File: src/shared/page_addr_pkg.sv
// Purpose: constants and carriers for the paged data-space address unit
// Assumes: 16-bit data addresses, 10-bit page registers
// Notes: page codes follow the paged window layout
package page_addr_pkg;
  // ==========================================================
  // Widths and page codes
  localparam int EA_W = 16;
  localparam int PAG_W = 10;
  localparam int EA_WIN_BIT = 15;
  localparam logic [PAG_W-1:0] PAG_ZERO = 10'h000;
  localparam logic [PAG_W-1:0] PAG_ONE = 10'h001;
  localparam logic [PAG_W-1:0] PAG_EDS_LAST = 10'h1FF;
  localparam logic [PAG_W-1:0] PAG_PSV_LSW_FIRST = 10'h200;
  localparam logic [PAG_W-1:0] PAG_PSV_LSW_LAST = 10'h2FF;
  localparam logic [PAG_W-1:0] PAG_PSV_MSW_FIRST = 10'h300;
  localparam logic [PAG_W-1:0] PAG_PSV_MSW_LAST = 10'h3FF;
  localparam logic [PAG_W-1:0] PAG_RESET = 10'h001;
  localparam int PSV_BIT = 9;

  // ==========================================================
  // Addressing modes
  typedef enum logic [2:0] {
    MODE_DIRECT = 3'h0,
    MODE_IND_PRE = 3'h1,
    MODE_IND_POST = 3'h2,
    MODE_IND_OFFSET = 3'h3,
    MODE_MODULO = 3'h4,
    MODE_BITREV = 3'h5
  } addr_mode_t;

  // Request from the execution unit
  typedef struct packed {
    logic valid;
    logic write;
    addr_mode_t mode;
    logic [EA_W-1:0] base;
    logic [EA_W:0] raw_ea;
  } ea_req_t;

  // Result towards the data bus
  typedef struct packed {
    logic valid;
    logic write;
    logic [EA_W-1:0] ea;
    logic [PAG_W-1:0] page;
    logic paged;
    logic addr_err;
  } ea_rsp_t;

  // Unit result and trap state machine
  typedef enum logic [2:0] {
    ST_IDLE = 3'b001,
    ST_RESULT = 3'b010,
    ST_TRAP = 3'b100
  } unit_state_t;
endpackage

File: src/page_step.sv
// Purpose: combinational page correction for one crossing
// Assumes: inputs stable in the cycle of use
// Notes: boundary cases of the paged spaces handled here
module page_step
  import page_addr_pkg::*;
(
  // Crossing
  input wire logic [PAG_W-1:0] page,
  input wire logic is_read,
  input wire logic ovf,
  input wire logic unf,
  // Result
  output logic [PAG_W-1:0] page_out,
  output logic win_bit
);
  // ==========================================================
  // Boundary table
  always_comb begin
    page_out = page;
    win_bit = 1'b1;
    if (ovf) begin
      if (page == PAG_EDS_LAST || page == PAG_PSV_MSW_LAST) begin
        win_bit = 1'b0;
      end else if (is_read && page == PAG_PSV_LSW_LAST) begin
        page_out = PAG_PSV_MSW_FIRST;
      end else begin
        page_out = page + PAG_ONE;
      end
    end else if (unf) begin
      if (page == PAG_ONE || page == PAG_PSV_LSW_FIRST) begin
        win_bit = 1'b0;
      end else if (is_read && page == PAG_PSV_MSW_FIRST) begin
        page_out = PAG_PSV_LSW_LAST;
      end else begin
        page_out = page - PAG_ONE;
      end
    end
  end
endmodule

File: src/paged_data_space_address_unit.sv
// Purpose: effective address and page handling for paged data access
// Assumes: one request per cycle, result one cycle later
// Notes: page registers loaded from the core by load strobes
// Operation
// - Separate read and write page registers; direction selects which one is used.
// - Read from program visible page and write extended page in one instruction.
// - Crossing clears effective address bit 15 before correction.
// - Crossing counts only from paged window, in every addressing mode.
// - Overflow increments active page and sets bit 15.
// - Underflow decrements active page and sets bit 15.
// - Page stepping only in pre/post modified indirect modes.
// - Page zero, extended and program-visible boundaries get special handling.
// - Offset, modulo, bit-reversed crossings set bit 15, page unchanged.
// - Overflow from last extended or last upper page clears bit 15.
// - Read page steps between last lower and first upper page.
// - Extended access with page zero raises address error.
// - Writes into program space raise address error.
module paged_data_space_address_unit
  import page_addr_pkg::*;
(
  // Clock and reset
  input wire logic clk,
  input wire logic reset_n,
  // Page register loads
  input wire logic rd_page_load,
  input wire logic wr_page_load,
  input wire logic [PAG_W-1:0] page_wdata,
  // Request
  input wire ea_req_t req,
  // Result
  output ea_rsp_t rsp,
  output logic [PAG_W-1:0] read_page_select,
  output logic [PAG_W-1:0] write_page_select,
  output logic addr_err_trap
);
  // ==========================================================
  // State
  logic [PAG_W-1:0] rd_pag_r, rd_pag_nxt, wr_pag_r, wr_pag_nxt;
  ea_rsp_t rsp_r, rsp_nxt;
  unit_state_t state_r, state_nxt;
  logic [PAG_W-1:0] active_page_select, stepped_page;
  logic in_window, indirect_mod, wrap_mode, ovf, unf, stepped_win;
  logic [EA_W-1:0] effective_address;

  function automatic logic is_indirect(input addr_mode_t m);
    return (m == MODE_IND_PRE) || (m == MODE_IND_POST);
  endfunction

  // ==========================================================
  // Crossing detection
  always_comb begin
    active_page_select = req.write ? wr_pag_r : rd_pag_r;
    in_window = req.base[EA_WIN_BIT];
    indirect_mod = is_indirect(req.mode);
    wrap_mode = (req.mode == MODE_IND_OFFSET) || (req.mode == MODE_MODULO) ||
                (req.mode == MODE_BITREV);
    // Carry beyond 16 bits or bit 15 dropping out marks a crossing
    ovf = in_window && req.raw_ea[EA_W];
    unf = in_window && !req.raw_ea[EA_W] && !req.raw_ea[EA_WIN_BIT];
    effective_address = req.raw_ea[EA_W-1:0];
    if (ovf || unf) begin
      effective_address[EA_WIN_BIT] = 1'b0;
    end
  end

  page_step u_step (
    .page(active_page_select),
    .is_read(!req.write),
    .ovf(ovf && indirect_mod),
    .unf(unf && indirect_mod),
    .page_out(stepped_page),
    .win_bit(stepped_win)
  );

  // ==========================================================
  // Next values
  always_comb begin
    rd_pag_nxt = rd_pag_r;
    wr_pag_nxt = wr_pag_r;
    rsp_nxt = '0;
    state_nxt = ST_IDLE;
    if (rd_page_load) begin
      rd_pag_nxt = page_wdata;
    end
    if (wr_page_load) begin
      wr_pag_nxt = page_wdata;
    end
    if (req.valid) begin
      rsp_nxt.valid = 1'b1;
      rsp_nxt.write = req.write;
      rsp_nxt.page = active_page_select;
      rsp_nxt.ea = effective_address;
      if ((ovf || unf) && indirect_mod) begin
        rsp_nxt.ea[EA_WIN_BIT] = stepped_win;
        rsp_nxt.page = stepped_page;
        if (req.write) begin
          wr_pag_nxt = stepped_page;
        end else begin
          rd_pag_nxt = stepped_page;
        end
      end else if ((ovf || unf) && wrap_mode) begin
        rsp_nxt.ea[EA_WIN_BIT] = 1'b1;
      end
      rsp_nxt.paged = rsp_nxt.ea[EA_WIN_BIT];
      if (rsp_nxt.paged && rsp_nxt.page == PAG_ZERO) begin
        rsp_nxt.addr_err = 1'b1;
      end
      if (rsp_nxt.paged && req.write && rsp_nxt.page[PSV_BIT]) begin
        rsp_nxt.addr_err = 1'b1;
      end
      state_nxt = rsp_nxt.addr_err ? ST_TRAP : ST_RESULT;
    end
  end

  always_ff @(posedge clk) begin
    if (!reset_n) begin
      rd_pag_r <= PAG_RESET;
      wr_pag_r <= PAG_RESET;
      rsp_r <= '0;
      state_r <= ST_IDLE;
    end else begin
      rd_pag_r <= rd_pag_nxt;
      wr_pag_r <= wr_pag_nxt;
      rsp_r <= rsp_nxt;
      state_r <= state_nxt;
    end
  end

  assign rsp = rsp_r;
  assign read_page_select = rd_pag_r;
  assign write_page_select = wr_pag_r;
  assign addr_err_trap = (state_r == ST_TRAP);

  // ==========================================================
  // Checks
  property p_wr_psv_trap;
    @(posedge clk) disable iff (!reset_n)
    rsp.valid && rsp.write && rsp.paged && rsp.page[PSV_BIT] |-> addr_err_trap;
  endproperty
  a_wr_psv_trap: assert property (p_wr_psv_trap) else $error("program space write not trapped");

  property p_zero_trap;
    @(posedge clk) disable iff (!reset_n)
    rsp.valid && rsp.paged && rsp.page == PAG_ZERO |-> rsp.addr_err;
  endproperty
  a_zero_trap: assert property (p_zero_trap) else $error("page zero access not trapped");

  property p_wrap_keeps_page;
    @(posedge clk) disable iff (!reset_n)
    req.valid && (ovf || unf) && wrap_mode && !rd_page_load && !wr_page_load
      |=> rsp.ea[EA_WIN_BIT] && $stable(read_page_select) && $stable(write_page_select);
  endproperty
  a_wrap_keeps_page: assert property (p_wrap_keeps_page) else $error("wrap mode changed page");

  property p_direct_no_step;
    @(posedge clk) disable iff (!reset_n)
    req.valid && !indirect_mod && !rd_page_load && !wr_page_load |=> $stable(read_page_select) &&
      $stable(write_page_select);
  endproperty
  a_direct_no_step: assert property (p_direct_no_step) else $error("page stepped outside indirect");

  property p_ovf_inc;
    @(posedge clk) disable iff (!reset_n)
    req.valid && !req.write && ovf && indirect_mod && !rd_page_load && rd_pag_r == PAG_ONE
      |=> read_page_select == PAG_ONE + PAG_ONE && rsp.ea[EA_WIN_BIT];
  endproperty
  a_ovf_inc: assert property (p_ovf_inc) else $error("overflow did not increment");

  // Boundary pages excluded: they keep their page on underflow
  property p_unf_dec;
    @(posedge clk) disable iff (!reset_n)
    req.valid && req.write && unf && indirect_mod && !wr_page_load && wr_pag_r != PAG_ONE &&
      wr_pag_r != PAG_PSV_LSW_FIRST
      |=> write_page_select == $past(wr_pag_r) - PAG_ONE && rsp.ea[EA_WIN_BIT];
  endproperty
  a_unf_dec: assert property (p_unf_dec) else $error("underflow did not decrement");

  property p_rd_page_used;
    @(posedge clk) disable iff (!reset_n)
    req.valid && !req.write && !((ovf || unf) && indirect_mod) |=> rsp.page == $past(rd_pag_r);
  endproperty
  a_rd_page_used: assert property (p_rd_page_used) else $error("read did not use read page");

  property p_wr_page_used;
    @(posedge clk) disable iff (!reset_n)
    req.valid && req.write && !((ovf || unf) && indirect_mod) |=> rsp.page == $past(wr_pag_r);
  endproperty
  a_wr_page_used: assert property (p_wr_page_used) else $error("write did not use write page");

  property p_outside_no_step;
    @(posedge clk) disable iff (!reset_n)
    req.valid && !in_window && !rd_page_load && !wr_page_load
      |=> $stable(read_page_select) && $stable(write_page_select);
  endproperty
  a_outside_no_step: assert property (p_outside_no_step) else $error("page stepped outside window");

  property p_msw_lsw;
    @(posedge clk) disable iff (!reset_n)
    req.valid && !req.write && unf && indirect_mod && rd_pag_r == PAG_PSV_MSW_FIRST && !rd_page_load
      |=> read_page_select == PAG_PSV_LSW_LAST && rsp.ea[EA_WIN_BIT];
  endproperty
  a_msw_lsw: assert property (p_msw_lsw) else $error("upper to lower page step wrong");

  property p_first_page_unf;
    @(posedge clk) disable iff (!reset_n)
    req.valid && unf && indirect_mod &&
      (active_page_select == PAG_ONE || active_page_select == PAG_PSV_LSW_FIRST)
      |=> !rsp.ea[EA_WIN_BIT] && rsp.page == $past(active_page_select);
  endproperty
  a_first_page_unf: assert property (p_first_page_unf) else $error("first page underflow wrong");

  property p_last_msw;
    @(posedge clk) disable iff (!reset_n)
    req.valid && !req.write && ovf && indirect_mod && rd_pag_r == PAG_PSV_MSW_LAST
      |=> !rsp.ea[EA_WIN_BIT] && rsp.page == PAG_PSV_MSW_LAST;
  endproperty
  a_last_msw: assert property (p_last_msw) else $error("last upper page overflow wrong");

  property p_trap_follows;
    @(posedge clk) disable iff (!reset_n)
    rsp.valid && rsp.addr_err |-> addr_err_trap;
  endproperty
  a_trap_follows: assert property (p_trap_follows) else $error("address error without trap");

  property p_last_eds;
    @(posedge clk) disable iff (!reset_n)
    req.valid && ovf && indirect_mod && active_page_select == PAG_EDS_LAST
      |=> !rsp.ea[EA_WIN_BIT] && rsp.page == PAG_EDS_LAST;
  endproperty
  a_last_eds: assert property (p_last_eds) else $error("last extended page overflow wrong");

  property p_lsw_msw;
    @(posedge clk) disable iff (!reset_n)
    req.valid && !req.write && ovf && indirect_mod && rd_pag_r == PAG_PSV_LSW_LAST && !rd_page_load
      |=> read_page_select == PAG_PSV_MSW_FIRST && rsp.ea[EA_WIN_BIT];
  endproperty
  a_lsw_msw: assert property (p_lsw_msw) else $error("lower to upper page step wrong");
endmodule

File: config.mk
export PLATFORM = sky130hd
export DESIGN_NAME = paged_data_space_address_unit
export DESIGN_NICKNAME = d
export VERILOG_FILES = /design/src/shared/page_addr_pkg.sv /design/src/page_step.sv /design/src/paged_data_space_address_unit.sv
export SDC_FILE = /design/constraint.sdc
export NUM_CORES = 1
export LEC_CHECK = 0
export ABC_AREA = 1
export BUFFER_PORTS_ARGS = -buffer_cell sky130_fd_sc_hd__buf_2
export CORE_AREA = 2 2 86 88
export DETAILED_ROUTE_END_ITERATION = 7
export DIE_AREA = 0 0 88 90
export PLACE_DENSITY = 0.75
export SETUP_SLACK_MARGIN = 0.2
export SLEW_MARGIN = 20
export SYNTH_ARGS = -nofsm -noshare
export SYNTH_HDL_FRONTEND = slang
export SYNTH_SLANG_ARGS = --single-unit
File: constraint.sdc
create_clock -name clk -period 2.4 [get_ports clk]
set_input_delay 0.48 -clock clk [delete_from_list [all_inputs] [get_ports clk]]
set_output_delay 0.48 -clock clk [all_outputs]
set_load 0.02 [all_outputs]
; ---- After elaboration in Yosys (flattened, before gate mapping)
; Cells that the tools add are included.
; Widths: inputs -> output; s select.
[op_classes]
n_mux = 30
n_addsub = 2
reduce_logical = 23
n_eq_ne = 12
[op_table]
columns = op, n
row1 = $mux 10, 17
row2 = $eq 10x10->1 const B, 4
row3 = $mux 30, 1
row4 = $logic_and 1x1->1, 12
row5 = $mux 1, 11
row6 = $add 10x1->10 const B, 1
row7 = $eq 10x1->1 const B, 1
row8 = $eq 10x9->1 const B, 1
row9 = $logic_not 10->1, 1
row10 = $sub 10x1->10 const B, 1
row11 = $eq 3x3->1 const B, 3
row12 = $eq 3x2->1 const B, 2
row13 = $logic_or 1x1->1, 6
row14 = $eq 3x1->1 const B, 1
row15 = $logic_not 1->1, 3
row16 = $mux 3, 1
row17 = $reduce_and 2->1, 1
[word_totals]
word_cells = 76
reg_bits = 53
out_inout_bits = 51

; ---- Longest topological paths before layout
[depth]
word_depth = 15
ltp_mapped = 21

; ---- Modules after synthesis
; A second synthesis with hierarchy kept.
[unflattened]
cells_unflattened = 476
area_unflattened_um2 = 3119.2
[by_module_without_submodules]
columns = module, seq_area_each_um2, cells_per_inst, area_per_inst_um2, instances
row1 = paged_data_space_address_unit, 1021.0, 312, 2188.3, 1
row2 = page_step, 0.0, 164, 930.9, 1

; ---- Worst setup path after synthesis
; No wires, ideal clock.
[synth_path]
path_type = input to register
from = in req[36] in the netlist's numbering
to = reg state_r[1]
path_slack_ns = 0.031
required_ns = 2.266
path_stages = 15
path_buffers = 2
setup_time_ns = 0.134
t_arrival_ns = 2.235
cell_sequence = buf_6 -> buf_12 -> o21ai_4 -> inv_1 -> ha_1 -> nand3_1 -> inv_2 -> nand2_1 -> nor2_1 -> nor3_1 -> nand3_1 -> nand3_1 -> nand2_1 -> a21oi_1 -> a21oi_1
[synth_via]
elab_chain_cells = 15
elab_cells_between_ends = 36
[synth_rtl]
columns = item, line
row1 = "start, declared", paged_data_space_address_unit.sv:29  ; input wire ea_req_t req,
row2 = "parallel branches: the longest is 12 deep, another holds $sub 10x1->10", -
row3 = $mux 1 (*), paged_data_space_address_unit.sv:108  ; if (rsp_nxt.paged && req.write && rsp_nxt.page[PSV_BIT]) begin
row4 = $mux 1 (*), paged_data_space_address_unit.sv:88  ; if (req.valid) begin
row5 = $mux 3 (*), paged_data_space_address_unit.sv:111  ; state_nxt = rsp_nxt.addr_err ? ST_TRAP : ST_RESULT;
row6 = "end signal, assigned", paged_data_space_address_unit.sv:125  ; state_r <= state_nxt;
row7 = "end, declared", paged_data_space_address_unit.sv:40  ; unit_state_t state_r, state_nxt;
; Every way passes the cells marked *. The select of a mux whose other input is x is not followed.
; A chain may end at the register's enable or synchronous reset.

; ---- Final worst setup path
[layout_path]
from = reg rd_pag_r[0] (netlist: read_page_select[0])
to = reg rsp_r (netlist bit rsp[0])
[layout_via]
elab_chain_cells = 14
elab_cells_between_ends = 34
[layout_rtl]
columns = item, line
row1 = "start, declared", paged_data_space_address_unit.sv:38  ; logic [PAG_W-1:0] rd_pag_r, rd_pag_nxt, wr_pag_r, wr_pag_nxt;
row2 = "start signal, assigned", paged_data_space_address_unit.sv:122  ; rd_pag_r <= rd_pag_nxt;
row3 = $mux 10 (*), paged_data_space_address_unit.sv:52  ; active_page_select = req.write ? wr_pag_r : rd_pag_r;
row4 = "parallel branches: the longest is 11 deep, another holds $sub 10x1->10", -
row5 = $mux 1 (*), paged_data_space_address_unit.sv:108
row6 = $mux 1 (*), paged_data_space_address_unit.sv:88
row7 = "end signal, assigned", paged_data_space_address_unit.sv:124  ; rsp_r <= rsp_nxt;
row8 = "end, declared", paged_data_space_address_unit.sv:39  ; ea_rsp_t rsp_r, rsp_nxt;
; Marked as above.

==> out/metrics.csv <==
metric,value,unit
final setup margin,255,ps
RePlAce Congestion,0.940,
leakage power,2.27,nW
"Area growth, synth to finish",36.9,%
async set-reset flop share out of synthesis,0,%
Initial Util,44.4,%
DRC viols,0,
drt total wl,8.78,mm
Final Hold Vio Count,0,
Synth Register Bits,51,
TritonCTS clock tree,built,
Pwr Total,2.04,mW
RSZ-0062 raised after global routing,yes,
Slew HR,65.9,%
"Distinct cells, synth",43,
first-pass GRT wire length,14.0,mm
core area,7020,um^2
post-placement cell area,4040,um^2
post-synth top area cell,dfxtp_1,
clk_lat worst skew,300,ps
max-slew violation count,0,
Slew @ Worst Pin,511,ps
post-DR wirelength/cell,12.9,um
Final #Nets,633,
"Avg Cell Area, Syn",7.10,um^2
synth warn,0,
most numerous cell on the critical path,nand2_1,
Critical Setup Path Class,register to register,
CP max stage delay,360,ps
Syn Nets,494,
clk root buf,clkbuf_8,
Initial DRC Count,189,
final worst path period need,2150,ps
"critical path, cell by cell",o21ai_4 -> ha_4 -> inv_2 -> nor2_4 -> nand3_4 -> nand3_4 -> nand2_1 -> nand3_2 -> nand2_2 -> nor2_1 -> nand2_1 -> nor2_1 -> nand2_1 -> nand2_1 -> nand2_1 -> nor2_2,
grt met2 use,36.5,%
Critical Path Source Type,register,
Syn Inst Count,439,
number of global-route vias before repair,3015,
Critical Path RT,2640,ps
port bufs,87,
pin count of the biggest net entering global routing,32,
DR pass1 iterations,4,
Detail Route Antenna Nets,0,
most frequent cell after synthesis,nand2_1,
Post-synth EDFFs,0,
max-capacitance violation count,0,
part of the cycle the worst path needs,89.4,%
"CTS clk-pin slew, worst paths",90,ps
Post-Place Setup Slack,-106,ps
global routing met1 resource utilization,28.7,%
fmax,0.466,GHz
worst-case clock buffer depth,2,
CP max-delay cell,dfxtp_4,
via count,3336,
grt met3 use,3.12,%
io pins,103,
Worst Skew,12.4,ps
Die X,88,um
# diodes,0,
crit path max fanout,6,
Setup crit end kind,register,
commonest cells in the synthesized netlist,"nand2_1 (100), inv_1 (71), dfxtp_1 (51), nor2_1 (40), o211ai_1 (34)",
global-route usage over all layers,21.8,%
die area,7920,um^2
hold_buf cts,0,
CP arrival,2380,ps
Sink Count,51,
"top cells by area, synth","dfxtp_1 (33%), nand2_1 (12%), inv_1 (8.6%), o211ai_1 (8.2%), nor2_1 (4.8%)",
share of the synthesized area in the top cell type,32.8,%
layout cells sized above 1,41.5,%
pwr dens,478,nW/um^2
worst min path class,input pin to register,
Num CTS Buffers,5,
Finish-stage setup viols,0,
ys flop type,dfxtp_1,
fin area,4270,um^2
sequential area share after synthesis,32.8,%
grt ovf,0,
Max IR drop VDD,0.265,mV
status,"finished, final reports clean",
Via density,4.92,
htree depth,2,
Die Ht,90,um
FILL cells,640,
busiest grt layer,met2,
initial antenna violation count,0,
HPWL after DPL,6.86,mm
Rows,31,
Post-Syn Area,3120,um^2
worst max-delay path: cells and delay by family, from the launching register on:
family / cells / cell delay, ps
DFF: 1 / 360
and+or+nand+nor: 13 / 1270
adders and majority gates: 1 / 180
AOI/OAI and AO/OA: 1 / 240
buffers and inverters: 1 / 40
report_power, final:
part           leakage [nW]  internal, mW  switching, mW  total [mW]
registers             0.420         0.890         0.0168       0.907
clock network        0.0412         0.204          0.273       0.477
logic                  1.81         0.264          0.390       0.655
per-layer routing:
metal / vias to the layer above / share of wire [%]
met2: 111 / 48
li1: 1678 / -
met5: - / 0
met3: 17 / 6.0
met1: 1530 / 44
met4: 0 / 2.4
flip-flops by register name, indices dropped and copies added, names as in the netlist:
name	count
rsp	29
state_r	2
read_page_select	10
write_page_select	10
stage by stage:
step	std cells	setup TNS (ps)	util (%)	hold slack, ps
finish	678	0	60.8	381
CTS	676	0	58.8	377
global placement	668	-559	57.5	609
detailed placement	668	-853	57.5	611
global route	678	0	60.8	381
floorplan	439	0	-	592
cell usage in the layout (no fill, tap or decap), types with 6 or more instances in the layout:
cell / Yosys / layout
buf_2: 2 / 86
nor2_2: 5 / 7
inv_1: 71 / 68
buf_4: 2 / 58
dfxtp_1: 51 / 48
nand3_2: 4 / 9
o211ai_1: 34 / 34
nor2_1: 40 / 35
inv_2: 4 / 6
nand2_2: 14 / 22
nand2_4: 10 / 11
nand2_1: 100 / 91
nand3_1: 26 / 22
a21oi_1: 15 / 12
layout make-up:
cell class / instances / area [um^2] / area share (%)
inverters: 80 / 309 / 7.25
well taps: 99 / 124 / 2.90
flip-flops and latches: 51 / 1030 / 24.1
clock buffers: 6 / 72.6 / 1.70
clock inverters: 2 / 12.5 / 0.293
multi-input cells: 292 / 1810 / 42.4
repair buffers: 148 / 911 / 21.4
kinds of logic (layout without fill, tap and decap cells):
group / count (synthesis) / count (layout) / share of synthesized area, %
AOI/OAI and AO/OA: 61 / 61 / 13.9
xor gates and xnor gates: 4 / 4 / 1.12
adders and majority gates: 3 / 3 / 1.20
buffers and inverters: 97 / 236 / 13.5
DFF: 51 / 51 / 32.8
muxes: 1 / 1 / 0.361
and+or+nand+nor: 222 / 223 / 37.1
path summary, 6_finish.rpt:
path                                          start  slack, ps  depth (start not counted)                   to
worst min-delay path                         req[7]        380                          3              rsp[19]
worst max-delay path            read_page_select[0]        250                         16               rsp[0]
worst min register to register  read_page_select[6]        640                          4  read_page_select[6]
worst max register to register  read_page_select[0]        250                         16               rsp[0]
repair_timing:
| item | CTS | global route |
|---|---|---|
| pin swaps | 0 | 11 |
| gates resized for setup | 1 | 32 |
| endpoints found under the setup margin | 2 | 14 |
| buffers inserted | 0 | 1 |
| gates cloned | 0 | 1 |
Note: power is estimated with default switching activity, not from simulation.
